===== src/logic/motor_cfg_regs.svh =====
`ifndef MOTOR_CFG_REGS_SVH
`define MOTOR_CFG_REGS_SVH

// ----------------------------------------
// Register offsets
// ----------------------------------------
`define OFFSET_BACKEMF_ADVANCE   8'h91
`define OFFSET_STARTUP_BRAKE     8'h92
`define OFFSET_ACCEL_ALIGN       8'h93

// ----------------------------------------
// Reset values and writable masks
// ----------------------------------------
`define RESET_BACKEMF_ADVANCE    16'h0000
`define RESET_STARTUP_BRAKE      16'h0000
`define RESET_ACCEL_ALIGN        16'h0000
`define MASK_BACKEMF_ADVANCE     16'h7fff
`define MASK_STARTUP_BRAKE       16'hffff
`define MASK_ACCEL_ALIGN         16'h7fff

// ----------------------------------------
// Field positions, constant and advance word
// ----------------------------------------
`define POS_EMF_SHIFT            12
`define POS_EMF_SIGNIFICAND      8
`define POS_ADVANCE_MODE         7
`define POS_ADVANCE_SHIFT        4
`define POS_ADVANCE_SIGNIFICAND  0

// ----------------------------------------
// Field positions, start-up word
// ----------------------------------------
`define POS_STATIONARY_THRESHOLD 14
`define POS_BRAKE_CURRENT_SEL    13
`define POS_HYSTERESIS_SEL       12
`define POS_SPEED_DETECT_EN      11
`define POS_REVERSE_EN           10
`define POS_REVERSE_THRESHOLD    8
`define POS_OPEN_LOOP_CURRENT    6
`define POS_CURRENT_RAMP         3
`define POS_BRAKE_TIME           0

// ----------------------------------------
// Field positions, acceleration word
// ----------------------------------------
`define POS_ACCEL_RANGE          14
`define POS_SECOND_ACCEL         11
`define POS_FIRST_ACCEL          8
`define POS_HANDOVER_THRESHOLD   3
`define POS_ALIGN_DURATION       0

// ----------------------------------------
// Timing, stationary window in ms
// ----------------------------------------
`define STATIONARY_BASE_MS       80
`define CLOCK_HZ                 25000000

`endif


===== src/logic/motor_cfg_pkg.sv =====
package motor_cfg_pkg;

  typedef logic [15:0] word_type;

  typedef enum logic [1:0] {
    ACCESS_IDLE  = 2'b00,
    ACCESS_WRITE = 2'b01,
    ACCESS_READ  = 2'b11
  } access_type;

endpackage


===== src/logic/shift_scaler.sv =====
`timescale 1ns/1ps

// ----------------------------------------
// Significand shifted left by a count
// ----------------------------------------
module shift_scaler #(
  parameter int SIG_WIDTH   = 4,
  parameter int SHIFT_WIDTH = 3
) (
  input  wire logic [SIG_WIDTH-1:0]                     significand,
  input  wire logic [SHIFT_WIDTH-1:0]                   shift_count,
  output      logic [SIG_WIDTH+(1<<SHIFT_WIDTH)-2:0]    product
);
  localparam int OUT_WIDTH = SIG_WIDTH + (1 << SHIFT_WIDTH) - 1;

  // Shift counts past four bits would make the product absurdly wide
  if (SIG_WIDTH < 1 || SHIFT_WIDTH < 1 || SHIFT_WIDTH > 4) begin : g_width_check
    $error("shift_scaler: unsupported widths");
  end

  always_comb begin
    product = OUT_WIDTH'(significand) << shift_count;
  end
endmodule


===== src/logic/motor_startup_config_regs.sv =====
`timescale 1ns/1ps
`include "motor_cfg_regs.svh"

// Function
// Top reserved bit of constant word is held zero; host must not touch it.
// Back-EMF constant is significand 11:8 shifted left by count 14:12.
// Advance mode bit 7 picks fixed or supply-ratio-scaled advance time.
// Advance time is significand 3:0 shifted left by count 6:4.
// Stationary window 80, 160, 320 or 640 ms by field 15:14.
// Brake current threshold select: 24 mA clear, 48 mA set.
// Back-EMF hysteresis select: low clear, high set.
// Initial speed detection runs only when enable bit 11 is set.
// Reverse drive allowed only when enable bit 10 is set.
// Reverse or brake starts at 6.3, 13, 26 or 51 Hz threshold.
// Open-loop current 0.2, 0.4, 0.8 or 1.6 A by field 7:6.
// Align current 0.15 to 1.2 A from same open-loop field.
// Open-loop current ramp rate chosen by field 5:3, slower upward.
// Brake field 000 disables braking; else time halves from 2.7 s.
// Acceleration range bit picks fast tables clear, slow set.
// Handover threshold n*0.8 Hz, or 12.8*(n-16)+11.9 Hz above.
module motor_startup_config_regs #(
  parameter int ADDR_WIDTH = 8
) (
  input  wire logic                  clock,
  input  wire logic                  rst,
  input  wire logic                  clock_enable,
  input  wire logic                  reg_write,
  input  wire logic                  reg_read,
  input  wire logic [ADDR_WIDTH-1:0] reg_addr,
  input  wire logic [15:0]           reg_wdata,
  output      logic [15:0]           reg_rdata,
  output      logic                  reg_hit,
  output      logic [17:0]           emf_constant,
  output      logic                  advance_mode_select,
  output      logic [17:0]           advance_time,
  output      logic [31:0]           stationary_window_cycles,
  output      logic                  speed_detect_enable,
  output      logic                  brake_current_threshold_select,
  output      logic                  back_emf_hysteresis_select,
  output      logic                  reverse_drive_enable,
  output      logic [1:0]            reverse_drive_threshold,
  output      logic [1:0]            open_loop_current,
  output      logic [1:0]            align_current,
  output      logic [2:0]            open_loop_current_ramp,
  output      logic                  brake_active,
  output      logic [2:0]            brake_time_select,
  output      logic                  accel_range_select,
  output      logic [2:0]            second_order_accel,
  output      logic [2:0]            first_order_accel,
  output      logic                  handover_high_range,
  output      logic [3:0]            handover_step,
  output      logic [2:0]            align_duration
);
  // Shortest stationary window, counted in bank clocks
  localparam logic [31:0] BASE_CYCLES =
    32'((64'(`STATIONARY_BASE_MS) * 64'(`CLOCK_HZ)) / 64'd1000);
  // Four-bit significand shifted by up to seven places
  localparam int PRODUCT_WIDTH = 4 + (1 << 3) - 1;

  // ----------------------------------------
  // Elaboration checks
  // ----------------------------------------
  // Offsets are full bytes; a narrower address would alias them
  if (ADDR_WIDTH < 8) begin : g_addr_check
    $error("motor_startup_config_regs: address too narrow");
  end
  // The decode ports must hold the widest shifted product
  if (PRODUCT_WIDTH > 18) begin : g_product_check
    $error("motor_startup_config_regs: product wider than port");
  end

  // ----------------------------------------
  // State
  // ----------------------------------------
  typedef struct packed {
    motor_cfg_pkg::word_type backemf_and_advance_config_reg;
    motor_cfg_pkg::word_type startup_brake_reverse_config_reg;
    motor_cfg_pkg::word_type acceleration_align_config_reg;
    logic [15:0]             rdata_reg;
    logic                    hit_reg;
  } state_type;

  state_type state_reg;
  state_type state_next;
  motor_cfg_pkg::access_type access;
  logic [ADDR_WIDTH-1:0] addr;
  logic [PRODUCT_WIDTH-1:0] emf_product;
  logic [PRODUCT_WIDTH-1:0] advance_product;

  // ----------------------------------------
  // Register access
  // ----------------------------------------
  always_comb begin
    state_next = state_reg;
    addr = reg_addr;
    // Write wins when both strobes are high
    access = reg_write ? motor_cfg_pkg::ACCESS_WRITE :
             reg_read  ? motor_cfg_pkg::ACCESS_READ  : motor_cfg_pkg::ACCESS_IDLE;
    state_next.hit_reg = 1'b0;
    case (access)
      motor_cfg_pkg::ACCESS_WRITE: begin
        if (addr == ADDR_WIDTH'(`OFFSET_BACKEMF_ADVANCE)) begin
          // Bit 15 is not storable so it always reads zero
          state_next.backemf_and_advance_config_reg = reg_wdata & `MASK_BACKEMF_ADVANCE;
          state_next.hit_reg = 1'b1;
        end else if (addr == ADDR_WIDTH'(`OFFSET_STARTUP_BRAKE)) begin
          state_next.startup_brake_reverse_config_reg = reg_wdata & `MASK_STARTUP_BRAKE;
          state_next.hit_reg = 1'b1;
        end else if (addr == ADDR_WIDTH'(`OFFSET_ACCEL_ALIGN)) begin
          state_next.acceleration_align_config_reg = reg_wdata & `MASK_ACCEL_ALIGN;
          state_next.hit_reg = 1'b1;
        end
      end
      motor_cfg_pkg::ACCESS_READ: begin
        // Unmapped reads return zero with no hit
        state_next.rdata_reg = 16'h0000;
        if (addr == ADDR_WIDTH'(`OFFSET_BACKEMF_ADVANCE)) begin
          state_next.rdata_reg = state_reg.backemf_and_advance_config_reg;
          state_next.hit_reg = 1'b1;
        end else if (addr == ADDR_WIDTH'(`OFFSET_STARTUP_BRAKE)) begin
          state_next.rdata_reg = state_reg.startup_brake_reverse_config_reg;
          state_next.hit_reg = 1'b1;
        end else if (addr == ADDR_WIDTH'(`OFFSET_ACCEL_ALIGN)) begin
          state_next.rdata_reg = state_reg.acceleration_align_config_reg;
          state_next.hit_reg = 1'b1;
        end
      end
      default: begin
        state_next.hit_reg = 1'b0;
      end
    endcase
  end

  always_ff @(posedge clock) begin
    // Reset wins over the enable so a frozen bank still clears
    if (rst) begin
      state_reg.backemf_and_advance_config_reg   <= `RESET_BACKEMF_ADVANCE;
      state_reg.startup_brake_reverse_config_reg <= `RESET_STARTUP_BRAKE;
      state_reg.acceleration_align_config_reg    <= `RESET_ACCEL_ALIGN;
      state_reg.rdata_reg                        <= 16'h0000;
      state_reg.hit_reg                          <= 1'b0;
    end else if (clock_enable) begin
      state_reg <= state_next;
    end
  end

  // Read data holds until the next taken read
  assign reg_rdata = state_reg.rdata_reg;
  assign reg_hit   = state_reg.hit_reg;

  // ----------------------------------------
  // Constant and advance decode
  // ----------------------------------------
  shift_scaler #(
    .SIG_WIDTH   (4),
    .SHIFT_WIDTH (3)
  ) emf_scaler (
    .significand (state_reg.backemf_and_advance_config_reg[`POS_EMF_SIGNIFICAND +: 4]),
    .shift_count (state_reg.backemf_and_advance_config_reg[`POS_EMF_SHIFT +: 3]),
    .product     (emf_product)
  );

  shift_scaler #(
    .SIG_WIDTH   (4),
    .SHIFT_WIDTH (3)
  ) advance_scaler (
    .significand (state_reg.backemf_and_advance_config_reg[`POS_ADVANCE_SIGNIFICAND +: 4]),
    .shift_count (state_reg.backemf_and_advance_config_reg[`POS_ADVANCE_SHIFT +: 3]),
    .product     (advance_product)
  );

  // Ports are wider than the product; the upper bits stay zero
  assign emf_constant = 18'(emf_product);
  assign advance_time = 18'(advance_product);

  // Drive logic scales by supply ratio when set
  assign advance_mode_select =
    state_reg.backemf_and_advance_config_reg[`POS_ADVANCE_MODE];

  // ----------------------------------------
  // Start-up, brake and reverse decode
  // ----------------------------------------
  // Window doubles per code: 80 ms base
  assign stationary_window_cycles = BASE_CYCLES <<
    state_reg.startup_brake_reverse_config_reg[`POS_STATIONARY_THRESHOLD +: 2];
  assign brake_current_threshold_select =
    state_reg.startup_brake_reverse_config_reg[`POS_BRAKE_CURRENT_SEL];
  assign back_emf_hysteresis_select =
    state_reg.startup_brake_reverse_config_reg[`POS_HYSTERESIS_SEL];
  assign speed_detect_enable =
    state_reg.startup_brake_reverse_config_reg[`POS_SPEED_DETECT_EN];
  assign reverse_drive_enable =
    state_reg.startup_brake_reverse_config_reg[`POS_REVERSE_EN];
  assign reverse_drive_threshold =
    state_reg.startup_brake_reverse_config_reg[`POS_REVERSE_THRESHOLD +: 2];
  assign open_loop_current =
    state_reg.startup_brake_reverse_config_reg[`POS_OPEN_LOOP_CURRENT +: 2];
  // Align current tracks the same code at three quarters scale
  assign align_current =
    state_reg.startup_brake_reverse_config_reg[`POS_OPEN_LOOP_CURRENT +: 2];
  assign open_loop_current_ramp =
    state_reg.startup_brake_reverse_config_reg[`POS_CURRENT_RAMP +: 3];
  assign brake_time_select =
    state_reg.startup_brake_reverse_config_reg[`POS_BRAKE_TIME +: 3];
  assign brake_active = |brake_time_select;

  // ----------------------------------------
  // Acceleration and align decode
  // ----------------------------------------
  assign accel_range_select =
    state_reg.acceleration_align_config_reg[`POS_ACCEL_RANGE];
  assign second_order_accel =
    state_reg.acceleration_align_config_reg[`POS_SECOND_ACCEL +: 3];
  assign first_order_accel =
    state_reg.acceleration_align_config_reg[`POS_FIRST_ACCEL +: 3];
  // Top bit picks the coarse range; the step is the low four bits
  assign handover_high_range =
    state_reg.acceleration_align_config_reg[`POS_HANDOVER_THRESHOLD + 4];
  assign handover_step =
    state_reg.acceleration_align_config_reg[`POS_HANDOVER_THRESHOLD +: 4];
  assign align_duration =
    state_reg.acceleration_align_config_reg[`POS_ALIGN_DURATION +: 3];
endmodule


===== config.mk =====
export PLATFORM = sky130hd
export DESIGN_NAME = motor_startup_config_regs
export DESIGN_NICKNAME = d
export VERILOG_FILES = /design/src/logic/motor_cfg_pkg.sv /design/src/logic/shift_scaler.sv /design/src/logic/motor_startup_config_regs.sv
export VERILOG_INCLUDE_DIRS = /design/src /design/src/logic
export SDC_FILE = /design/constraint.sdc
export NUM_CORES = 1
export LEC_CHECK = 0
export BUFFER_PORTS_ARGS = -buffer_cell sky130_fd_sc_hd__buf_2
export CAP_MARGIN = 20
export CORE_MARGIN = 2
export CORE_UTILIZATION = 45
export CTS_CLUSTER_SIZE = 12
export DETAILED_ROUTE_END_ITERATION = 8
export PLACE_DENSITY = 0.8
export REMOVE_ABC_BUFFERS = 1
export SYNTH_ARGS = -nofsm -noshare
export SYNTH_HDL_FRONTEND = slang
export SYNTH_SLANG_ARGS = --single-unit

===== constraint.sdc =====
create_clock -name clock -period 1.6 [get_ports clock]
set_clock_uncertainty 0.2 [all_clocks]
set_input_delay 0.08 -clock clock [delete_from_list [all_inputs] [get_ports clock]]
set_output_delay 0.08 -clock clock [all_outputs]
set_load 0.1 [all_outputs]

Yosys cells after proc, flatten, opt, wreduce, memory -nomap -nowiden --
Index checks and enable logic that the tools add are counted.
Word-level totals: flip-flop bits (word level) 63, bits in latches 0, memory bits (writable) 0, memory bits (read-only) 0, input bits 29, word-level logic and storage cells 29, memories 0
Cells by class: add/subtract/negate cells 0, $mul 0, divide/modulo/power cells 0, magnitude comparators 0, equality and inequality tests 5, shifts and indexed selects 3, mux-type cells 9, bitwise operators 2, reduce and logical (&&, ||, !) cells 5
Operators by type and width (count):
- $mux W17 | 2
- $shl A21 B2 Y32 const A | 1
- $eq A8 B8 Y1 const B | 3
- $shl A4 B3 Y11 | 2
- $mux W16 | 1
- $reduce_and A5 Y1 | 1
- $mux W2 | 2
- $reduce_and A4 Y1 | 1
- $mux W1 | 3
- $reduce_and A3 Y1 | 1
- $reduce_or A3 Y1 | 1
- $eq A2 B1 Y1 const B | 1
- $eq A2 B2 Y1 const B | 1
- $not A1 Y1 | 2
- $pmux W1 S2 | 1
- $reduce_and A2 Y1 | 1

Logic depth before layout (Yosys ltp) --
Gate-level depths: netlist of the first run.
word-level depth 5, depth in mapped cells 5

Cells and area by module --
A second synthesis of the first run with hierarchy kept.
Second synthesis, totals: cells, all modules 432, area, all modules 4052.6 um^2
Modules (own cells, without submodules):
- motor_startup_config_regs | times used 1, cells each 372, area each 3594.7 um^2, seq. area each 1261.2 um^2
- shift_scaler | times used 2, cells each 30, area each 229.0 um^2, seq. area each 0.0 um^2

Worst setup path before layout of the first run --
No wires, ideal clock.
path kind reg2out, start point register state_reg[53] in the netlist's numbering, end point output advance_time[0], data arrival time 3.714 ns, required time 1.320 ns, setup slack -2.394 ns, stages on the path, launching flop included 3, path buffers 1, cell sequence dfxtp_1 -> buf_1 -> nor4b_1
Between the ends: cells in the longest elaborated chain, start to end 1
Ends and longest elaborated chain:
- start: declaration | line motor_startup_config_regs.sv:83 | state_type state_reg;
- start signal: assignment | line motor_startup_config_regs.sv:143 | state_reg <= state_next;
- $shl A4 B3 Y11 | line shift_scaler.sv:22 | product = OUT_WIDTH'(significand) << shift_count;
- end: declaration | line motor_startup_config_regs.sv:35 | output logic [17:0] advance_time,
No other way between the ends.

Worst setup path in the final report of the first run --
start point register state_reg[61] in the netlist's numbering, end point output emf_constant[7]
Between the ends: cells in the longest elaborated chain, start to end 1
Ends and longest elaborated chain:
- $shl A4 B3 Y11 | line shift_scaler.sv:22
- end: declaration | line motor_startup_config_regs.sv:33 | output logic [17:0] emf_constant,
No other way between the ends.

==> flow_summary_export.csv, run 1 <==
group,metric,value,unit
grt,grtUsageTotal,0.221,
setup_path,r2r-start,"state_reg[48]$_SDFFE_PP0P_",
timing,finalWorstSetupSlack,-0.215,ns
layout,multiInputGateArea,2360,um2
layout,post_route_cells_drive_above_1_share,0.428,
setup_path,timing.critical_path.required,1.32,ns
logic_synthesis,avgSynthCellArea,9.17,um2
timing,upper_clock_frequency_limit,551,MHz
grt,gr-total-overflow,0,
timing,slew_viol_final,0,
pwr,total_power,3.37,mW
detailed_routing,first_iter_violations,219,
flow_run,cap_viol_max_count,0,
timing,hold_viol,0,
logic_synthesis,netlist-cell-type-count,39,
detailed_routing,route.detailed.wl_per_inst,16.7,um
floorplan,die_w,98.1,um
layout,layout.filler_cells,674,
detailed_routing,drc,0,
floorplan,design.die.area,9620,um2
setup_path,critPathLaunchType,"flip-flop",
setup_path,critPathArrivalTime,1.54,ns
clock_tree,cts-root-buf,"sky130_fd_sc_hd__clkbuf_8",
logic_synthesis,synth.cell_area,3980,um2
floorplan,std_cell_rows,34,
pwr,peakVddDrop,0.000485,V
outcome,violated_checks,"setup timing",
detailed_routing,num_vias,3358,
floorplan,io_pins,147,
layout,synthToLayoutAreaGrowth,41.0,%
floorplan,starting_density,0.461,
logic_synthesis,post_synth_inst_count,434,
logic_synthesis,post-synth-top-count-cell,"sky130_fd_sc_hd__buf_4",
timing,rsz_0062_raised_after_global_routing,"true",
logic_synthesis,async_flop_share,0,
placement,io_buffer_count,115,
logic_synthesis,synth.yosys.seq_area_share,0.317,
layout,seq_area,1300,um2
logic_synthesis,count_of_flip_flops_with_a_built_in_enable_after_synthesis,0,
clock_tree,cts_tree,"done",
setup_path,launching_element_of_the_worst_setup_path,"state_reg[61]$_SDFFE_PP0P_",
timing,fin_hold_ws,0.0121,ns
setup_path,slowest_delay,0.41,ns
setup_path,critPathSlowestCell,"sky130_fd_sc_hd__dfxtp_4",
detailed_routing,number_of_detailed_routing_iterations_run_before_antenna_repair,5,
clock_tree,cts-root-to-sink-buffers,2,
detailed_routing,drt-total-wl,10.8,mm
logic_synthesis,dominant_cells_by_area_after_synthesis,"sky130_fd_sc_hd__dfxtp_1, sky130_fd_sc_hd__buf_4, sky130_fd_sc_hd__mux2i_1",
detailed_routing,postRouteAntennaNets,0,
min_path,min_from,"reg_addr[2]",
timing,worst-slew-pin-transition,0.687,ns
grt,number_of_global_route_vias_before_repair,3433,
logic_synthesis,synth.ff_latch_count,63,
grt,grt_max_degree,66,
pwr,cellLeakagePower,2.52,nW
min_path,hold_path_class,"in -> reg",
timing,max-slew-margin-rel,0.542,
floorplan,die-height,98.1,um
placement,dp_hpwl,7.37,mm
clock_tree,cts.sinks,63,
grt,global_route_wire_length_before_repair,17.2,mm
pwr,powerDensity,600,nW/um2
timing,final-setup-viol-count,21,
timing,final_cycle_share,1.13,
setup_path,kind_of_capture_point_of_the_worst_setup_path,"primary output",
placement,global_placement_routability_congestion,0.851,
setup_path,worst-path-max-fanout,8,
detailed_routing,route.detailed.vias_per_inst,5.19,
logic_synthesis,post-synth-top-area-cell,"sky130_fd_sc_hd__dfxtp_1",
timing,period_needed,1.82,ns
clock_tree,clock_tree.htree_level_count,3,
clock_tree,clk_pin_slew_worst_paths,0.06,ns
outcome,status,"finished with violations",
clock_tree,insertion_delay,0.34,ns
logic_synthesis,synth.top_cell.area_share,0.317,
grt,grt_antenna_before_repair,1,
layout,fin_nets,571,
setup_path,path_class,"reg -> out",
clock_tree,cts_made_buffers,9,
logic_synthesis,synthesis.yosys.warnings,0,
logic_synthesis,synth-main-ff-cell,"sky130_fd_sc_hd__dfxtp_1",
floorplan,core-area,8640,um2
setup_path,crit_chain,"mux2i_2 > mux2_4 > nor2_4 > buf_12",
logic_synthesis,synth.top_cells.by_count,"sky130_fd_sc_hd__buf_4, sky130_fd_sc_hd__nand2b_1, sky130_fd_sc_hd__dfxtp_1",
[where the power goes]
part / switching (mW) / total, mW / internal [mW]
combinational: 0.467 / 0.595 / 0.128
sequential: 0.00122 / 1.56 / 1.56
clock: 0.582 / 1.21 / 0.629
total: 1.05 / 3.37 / 2.32
[kinds of logic after synthesis]
family | share of synthesized area
buffers and inverters | 0.194
AOI/OAI and AO/OA | 0.135
muxes | 0.149
DFF | 0.317
adders and majority gates | 0.0220
other | 0.00189
and+or+nand+nor | 0.181
[final cells by class]
| cell class | instances | area share |
|---|---|---|
| Multi-Input combinational cell | 285 | 0.420 |
| Timing Repair Buffer | 169 | 0.290 |
| Sequential cell | 63 | 0.231 |
| Clock buffer | 13 | 0.0283 |
| Tap cell | 108 | 0.0241 |
| Inverter | 7 | 0.00602 |
| Clock inverter | 1 | 0.000892 |
| Antenna cell | 1 | 0.000446 |
[stage by stage]
step / std cells / area [um2] / TNS, ns / setup slack (ns) / utilization
after floorplan: 355 / 3340 / -55.32 / -2.28 / -
after global placement: 606 / 4820 / 0 / 0.0199 / 0.558
after detailed placement: 606 / 4820 / -0.0900 / -0.0410 / 0.558
after CTS: 645 / 5450 / -2.61 / -0.182 / 0.631
after global routing: 646 / 5610 / -3.58 / -0.241 / 0.650
final: 647 / 5610 / -2.79 / -0.215 / 0.650
[timing repair]
item | 4_1_cts | 5_1_grt
endpoints found under the setup margin | 34 | 44
endpoints found under the hold margin | 48 | 0
gates cloned | 0 | 0
buffers inserted | 7 | 2
pin swaps | 4 | 3
gates resized for setup | 72 | 34
hold buffers | 18 | 0
[layer usage]
| metal | GRT usage | up-vias | part of all wire |
|---|---|---|---|
| met5 | 0 | - | 0.0011 |
| met1 | 0.275 | 1582 | 0.41 |
| met3 | 0.0458 | 22 | 0.073 |
| met2 | 0.377 | 165 | 0.49 |
| met4 | 0.0844 | 2 | 0.019 |
| li1 | - | 1587 | - |
[placed cells by master, fill, tap and decap left out, types with 5 or more instances in the layout]
cell and instances:
sky130_fd_sc_hd__a21o_1 15, sky130_fd_sc_hd__buf_12 38, sky130_fd_sc_hd__buf_2 76, sky130_fd_sc_hd__buf_4 29
sky130_fd_sc_hd__buf_6 7, sky130_fd_sc_hd__clkbuf_8 11, sky130_fd_sc_hd__conb_1 31, sky130_fd_sc_hd__dfxtp_1 47
sky130_fd_sc_hd__dfxtp_2 10, sky130_fd_sc_hd__dfxtp_4 6, sky130_fd_sc_hd__dlygate4sd3_1 18, sky130_fd_sc_hd__ha_4 7
sky130_fd_sc_hd__mux2i_1 49, sky130_fd_sc_hd__mux2i_2 5, sky130_fd_sc_hd__nand2_1 10, sky130_fd_sc_hd__nand2b_1 67
sky130_fd_sc_hd__nor2_2 5, sky130_fd_sc_hd__o2111ai_1 15, sky130_fd_sc_hd__o21ai_0 15, sky130_fd_sc_hd__o2bb2ai_1 16
[worst max-delay path, delay by kind of cell (launching register included)]
kind | cells | cell delay, ns
mux | 2 | 0.57
flops | 1 | 0.41
simple gates | 1 | 0.05
buf+inv | 1 | 0.17
[final timing paths]
| kind | cells after the start | slack [ns] | endpoint |
|---|---|---|---|
| max | 4 | -0.22 | emf_constant[7] |
| min | 5 | 0.01 | reg_rdata[9]$_SDFFE_PP0P_ |
| max reg2reg | 4 | 0.32 | reg_rdata[15]$_SDFFE_PP0P_ |
| min reg2reg | 2 | 0.26 | reg_rdata[15]$_SDFFE_PP0P_ |
No activity file was read; power rests on OpenSTA's default activity.
==> run 2: changes to the inputs <==
Settings changed: SETUP_SLACK_MARGIN from default to 0.4.
==> flow_summary_export.csv, run 2 (synthesized netlist as in run 1, its figures left out) <==
group,metric,value,unit
setup_path,path_class,"reg -> out",
timing,rsz_0062_raised_after_global_routing,"true",
layout,fin_nets,596,
layout,final_cell_mix,"sky130_fd_sc_hd__buf_12, sky130_fd_sc_hd__nand2b_1, sky130_fd_sc_hd__mux2i_1, sky130_fd_sc_hd__dfxtp_2, sky130_fd_sc_hd__conb_1",
floorplan,io_pins,147,
clock_tree,cts_made_buffers,9,
clock_tree,cts_hold_repair.buffers,17,
layout,post_route_cells_drive_above_1_share,0.567,
floorplan,starting_density,0.461,
pwr,powerDensity,493,nW/um2
placement,io_buffer_count,115,
setup_path,crit_chain,"buf_6 > nor2b_4 > a2bb2oi_2 > mux2i_2 > buf_12",
floorplan,die_w,98.1,um
setup_path,kind_of_capture_point_of_the_worst_setup_path,"primary output",
floorplan,design.die.area,9620,um2
placement,global_placement_routability_congestion,0.851,
grt,grt_antenna_before_repair,1,
layout,diodes,0,
floorplan,core-area,8640,um2
timing,period_needed,1.84,ns
detailed_routing,num_vias,3552,
pwr,total_switching_power,1.08,mW
outcome,status,"finished with violations",
timing,fin_hold_ws,-0.0631,ns
flow_run,cap_viol_max_count,0,
pwr,pwr-share-clk,0.363,
clock_tree,cts-root-buf,"sky130_fd_sc_hd__clkbuf_8",
detailed_routing,route.detailed.wl_per_inst,19.1,um
layout,synthToLayoutAreaGrowth,72.6,%
grt,gr-total-overflow,0,
outcome,violated_checks,"hold timing, setup timing",
setup_path,worst-path-max-fanout,5,
grt,number_of_global_route_vias_before_repair,3735,
pwr,power_switching_share,0.319,
detailed_routing,number_of_detailed_routing_iterations_run_before_antenna_repair,4,
detailed_routing,postRouteAntennaNets,0,
setup_path,critPathArrivalTime,1.56,ns
setup_path,critPathLaunchType,"flip-flop",
clock_tree,clock_tree.htree_level_count,3,
setup_path,slowest_delay,0.37,ns
pwr,p_int,2.31,mW
detailed_routing,route.detailed.vias_per_inst,5.29,
pwr,cellLeakagePower,2.89,nW
timing,upper_clock_frequency_limit,544,MHz
timing,final_cycle_share,1.15,
timing,hold_viol,1,
grt,global_route_wire_length_before_repair,19.2,mm
setup_path,rr_worst_depth,6,
clock_tree,clk_pin_slew_worst_paths,0.07,ns
timing,fin_tns_setup,-3.64,ns
detailed_routing,drt-total-wl,12.8,mm
detailed_routing,first_iter_violations,241,
timing,finalWorstSetupSlack,-0.237,ns
layout,layout_commonest_cell,"sky130_fd_sc_hd__buf_12",
setup_path,critPathSlowestCell,"sky130_fd_sc_hd__dfxtp_4",
detailed_routing,drc,0,
floorplan,die-height,98.1,um
placement,dp_hpwl,7.37,mm
clock_tree,cts-root-to-sink-buffers,2,
pwr,seqPwrFrac,0.456,
min_path,hold_path_class,"in -> reg",
pwr,peakVddDrop,0.000496,V
timing,slew_viol_final,0,
timing,final-setup-viol-count,26,
min_path,min_path_cells,4,
pwr,comb_power_share,0.181,
floorplan,std_cell_rows,34,
grt,grt_max_degree,66,
clock_tree,cts.sinks,63,
clock_tree,insertion_delay,0.34,ns
grt,grtUsageTotal,0.247,
setup_path,timing.critical_path.required,1.32,ns
clock_tree,cts_tree,"done",
run 2: through the flow:
stage | instance area (um2) | setup slack, ns | power, mW | cells | util
5_1_grt | 6870 | -0.243 | 3.47 | 671 | 0.796
3_5_place_dp | 4820 | -0.0410 | 2.16 | 606 | 0.558
3_3_place_gp | 4820 | 0.0199 | 2.15 | 606 | 0.558
4_1_cts | 6430 | -0.182 | 3.37 | 653 | 0.744
6_report | 6870 | -0.237 | 3.39 | 671 | 0.796
2_1_floorplan | 3340 | -2.28 | 2.03 | 355 | -
run 2: worst paths after layout:
| kind | startpoint | to | slack [ns] |
|---|---|---|---|
| max | state_reg[54]$_SDFFE_PP0P_ | advance_time[6] | -0.24 |
| min | reg_read | reg_rdata[15]$_SDFFE_PP0P_ | -0.06 |
| max reg2reg | state_reg[48]$_SDFFE_PP0P_ | reg_rdata[15]$_SDFFE_PP0P_ | 0.26 |
| min reg2reg | reg_rdata[15]$_SDFFE_PP0P_ | reg_rdata[15]$_SDFFE_PP0P_ | 0.28 |
run 2: layout make-up:
type	instances	area, um2
clock buffers	13	159
inverters	7	50.0
multi-input cells	285	2470
fillers	491	1760
well taps	108	135
clock inverters	1	5.00
repair buffers	194	2680
flip-flops and latches	63	1380
run 2: per-layer routing:
layer	GRT usage	up-vias	wire length, um
met5	0	-	8
met1	0.293	1710	5020
li1	-	1644	-
met4	0.105	2	396
met2	0.432	160	6620
met3	0.0501	36	764
run 2: worst max-delay path: cells and delay by family (launching register included):
kind                   cells  cell delay (ns)
and+or+nand+nor            1             0.12
AOI/OAI and AO/OA          1             0.08
buffers and inverters      2             0.37
muxes                      1             0.27
DFF                        1             0.37
run 2: repair_timing:
item                       in CTS  in global routing
hold endpoints to repair       50                  1
pin swaps                      13                 20
setup endpoints to repair      89                 77
cloned                          1                  1
resized for setup             339                 79
setup buffers                  15                 17
run 2: power by group through the flow:
| stage | registers, mW | logic [mW] | clock network, mW |
|---|---|---|---|
| finish | 1.55 | 0.613 | 1.23 |
| global route | 1.55 | 0.636 | 1.29 |
| CTS | 1.55 | 0.592 | 1.23 |
| detailed placement | 1.61 | 0.553 | 0 |
| global placement | 1.61 | 0.547 | 0 |
| floorplan | 1.61 | 0.421 | 0 |
==> run 3: changes to the inputs <==
Settings changed: CELL_PAD_IN_SITES_DETAIL_PLACEMENT from default to 0, CELL_PAD_IN_SITES_GLOBAL_PLACEMENT from default to 1, CORE_UTILIZATION 45 to 37, PLACE_DENSITY 0.8 to 0.87.
==> flow_summary_export.csv, run 3 (synthesized netlist as in run 1, its figures left out) <==
group,metric,value,unit
outcome,status,"finished with violations",
setup_path,kind_of_capture_point_of_the_worst_setup_path,"primary output",
flow_run,cap_viol_max_count,0,
timing,period_needed,1.84,ns
grt,gr-total-overflow,0,
setup_path,worst-path-max-fanout,8,
layout,post_route_cells_drive_above_1_share,0.562,
layout,final_cell_mix,"sky130_fd_sc_hd__buf_12, sky130_fd_sc_hd__nand2b_1, sky130_fd_sc_hd__mux2i_1",
timing,upper_clock_frequency_limit,543,MHz
clock_tree,clk_pin_slew_worst_paths,0.07,ns
layout,diodes,0,
layout,finalNonFillerCells,700,
timing,finalWorstSetupSlack,-0.243,ns
pwr,total_switching_power,1.10,mW
placement,dpl.cell_count,637,
pwr,comb_power_share,0.176,
pwr,peakVddDrop,0.000625,V
detailed_routing,num_vias,3507,
clock_tree,cts-root-to-sink-buffers,2,
detailed_routing,number_of_detailed_routing_iterations_run_before_antenna_repair,4,
placement,dp_hpwl,7.62,mm
floorplan,die-height,108,um
outcome,violated_checks,"hold timing, setup timing",
clock_tree,cts_tree,"done",
detailed_routing,drt-total-wl,12.6,mm
layout,layout.filler_cells,722,
min_path,hold_path_class,"in -> reg",
timing,final_cycle_share,1.15,
setup_path,path_class,"reg -> out",
pwr,pwr-share-clk,0.399,
detailed_routing,postRouteAntennaNets,0,
grt,number_of_global_route_vias_before_repair,3591,
timing,slew_viol_final,0,
pwr,seqPwrFrac,0.425,
pwr,powerDensity,504,nW/um2
clock_tree,cts.sinks,63,
placement,io_buffer_count,115,
floorplan,std_cell_rows,37,
setup_path,timing.critical_path.required,1.32,ns
detailed_routing,first_iter_violations,109,
clock_tree,clock_tree.htree_level_count,3,
placement,placed_cell_area,4890,um2
floorplan,design.die.area,11600,um2
detailed_routing,route.detailed.wl_per_inst,18.0,um
layout,fin_nets,596,
grt,grt_antenna_before_repair,1,
clock_tree,cts_made_buffers,9,
layout,synthToLayoutAreaGrowth,75.2,%
timing,hold_viol,2,
pwr,cellLeakagePower,2.88,nW
grt,grt_max_degree,37,
layout,layout_commonest_cell,"sky130_fd_sc_hd__buf_12",
grt,global_route_wire_length_before_repair,19.3,mm
setup_path,critPathLaunchType,"flip-flop",
clock_tree,insertion_delay,0.35,ns
grt,grtUsageTotal,0.214,
detailed_routing,route.detailed.vias_per_inst,5.01,
detailed_routing,drc,0,
pwr,power_switching_share,0.312,
clock_tree,cts_hold_repair.buffers,19,
timing,fin_hold_ws,-0.0157,ns
pwr,p_int,2.42,mW
layout,finish.instance_area,6980,um2
floorplan,core-area,10400,um2
floorplan,io_pins,147,
floorplan,starting_density,0.384,
timing,final-setup-viol-count,30,
placement,global_placement_routability_congestion,0.820,
clock_tree,cts-root-buf,"sky130_fd_sc_hd__clkbuf_8",
setup_path,critPathArrivalTime,1.56,ns
floorplan,die_w,108,um
timing,rsz_0062_raised_after_global_routing,"true",
## run 3: path summary, 6_finish.rpt
kind	startpoint	endpoint	slack, ns	depth (start not counted)
worst max-delay path	state_reg[61]$_SDFFE_PP0P_	emf_constant[3]	-0.24	4
worst min-delay path	reg_addr[2]	reg_rdata[4]$_SDFFE_PP0P_	-0.02	5
worst max register to register	state_reg[48]$_SDFFE_PP0P_	reg_rdata[15]$_SDFFE_PP0P_	0.14	7
worst min register to register	reg_rdata[15]$_SDFFE_PP0P_	reg_rdata[15]$_SDFFE_PP0P_	0.28	2
## run 3: power by group through the flow
stage / combinational [mW] / clock, mW / sequential (mW)
after floorplan: 0.421 / 0 / 1.61
after global placement: 0.551 / 0 / 1.61
after detailed placement: 0.557 / 0 / 1.61
after CTS: 0.600 / 1.41 / 1.55
after global routing: 0.645 / 1.49 / 1.49
final: 0.618 / 1.40 / 1.50
## run 3: stage by stage
step	total power, mW	util	setup slack (ns)	TNS (ns)
final	3.52	0.673	-0.243	-3.13
after global routing	3.63	0.673	-0.305	-4.83
after CTS	3.56	0.637	-0.217	-2.93
after detailed placement	2.16	0.471	-0.0234	-0.0234
after global placement	2.16	0.471	0.0242	0
after floorplan	2.03	-	-2.28	-55.32
## run 3: metal layers
metal / GRT usage / wire length, um
met5: 0 / 12
met1: 0.246 / 4900
met3: 0.0672 / 901
met2: 0.373 / 6540
met4: 0.0742 / 274
## run 3: final cells by class
| cell class | instances | area (um2) | share of cell area |
|---|---|---|---|
| Tap cell | 136 | 170 | 0.0244 |
| Clock inverter | 4 | 45.0 | 0.00646 |
| Clock buffer | 11 | 151 | 0.0217 |
| Multi-Input combinational cell | 285 | 2430 | 0.348 |
| Sequential cell | 63 | 1450 | 0.208 |
| Inverter | 7 | 52.6 | 0.00753 |
| Timing Repair Buffer | 194 | 2680 | 0.384 |
## run 3: repair_timing
| action | 4_1_cts | 5_1_grt |
|---|---|---|
| resized for setup | 351 | 83 |
| endpoints found under the setup margin | 92 | 114 |
| setup buffers | 13 | 14 |
| endpoints found under the hold margin | 52 | 2 |
| cloned | 2 | 0 |
| pin swaps | 19 | 18 |
## run 3: worst max-delay path, cell delays in order (launching register included)
cell                      delay (ns)
sky130_fd_sc_hd__dfxtp_4        0.42
sky130_fd_sc_hd__mux2i_2        0.33
sky130_fd_sc_hd__mux2_4         0.26
sky130_fd_sc_hd__nor2_4         0.04
sky130_fd_sc_hd__buf_12         0.16
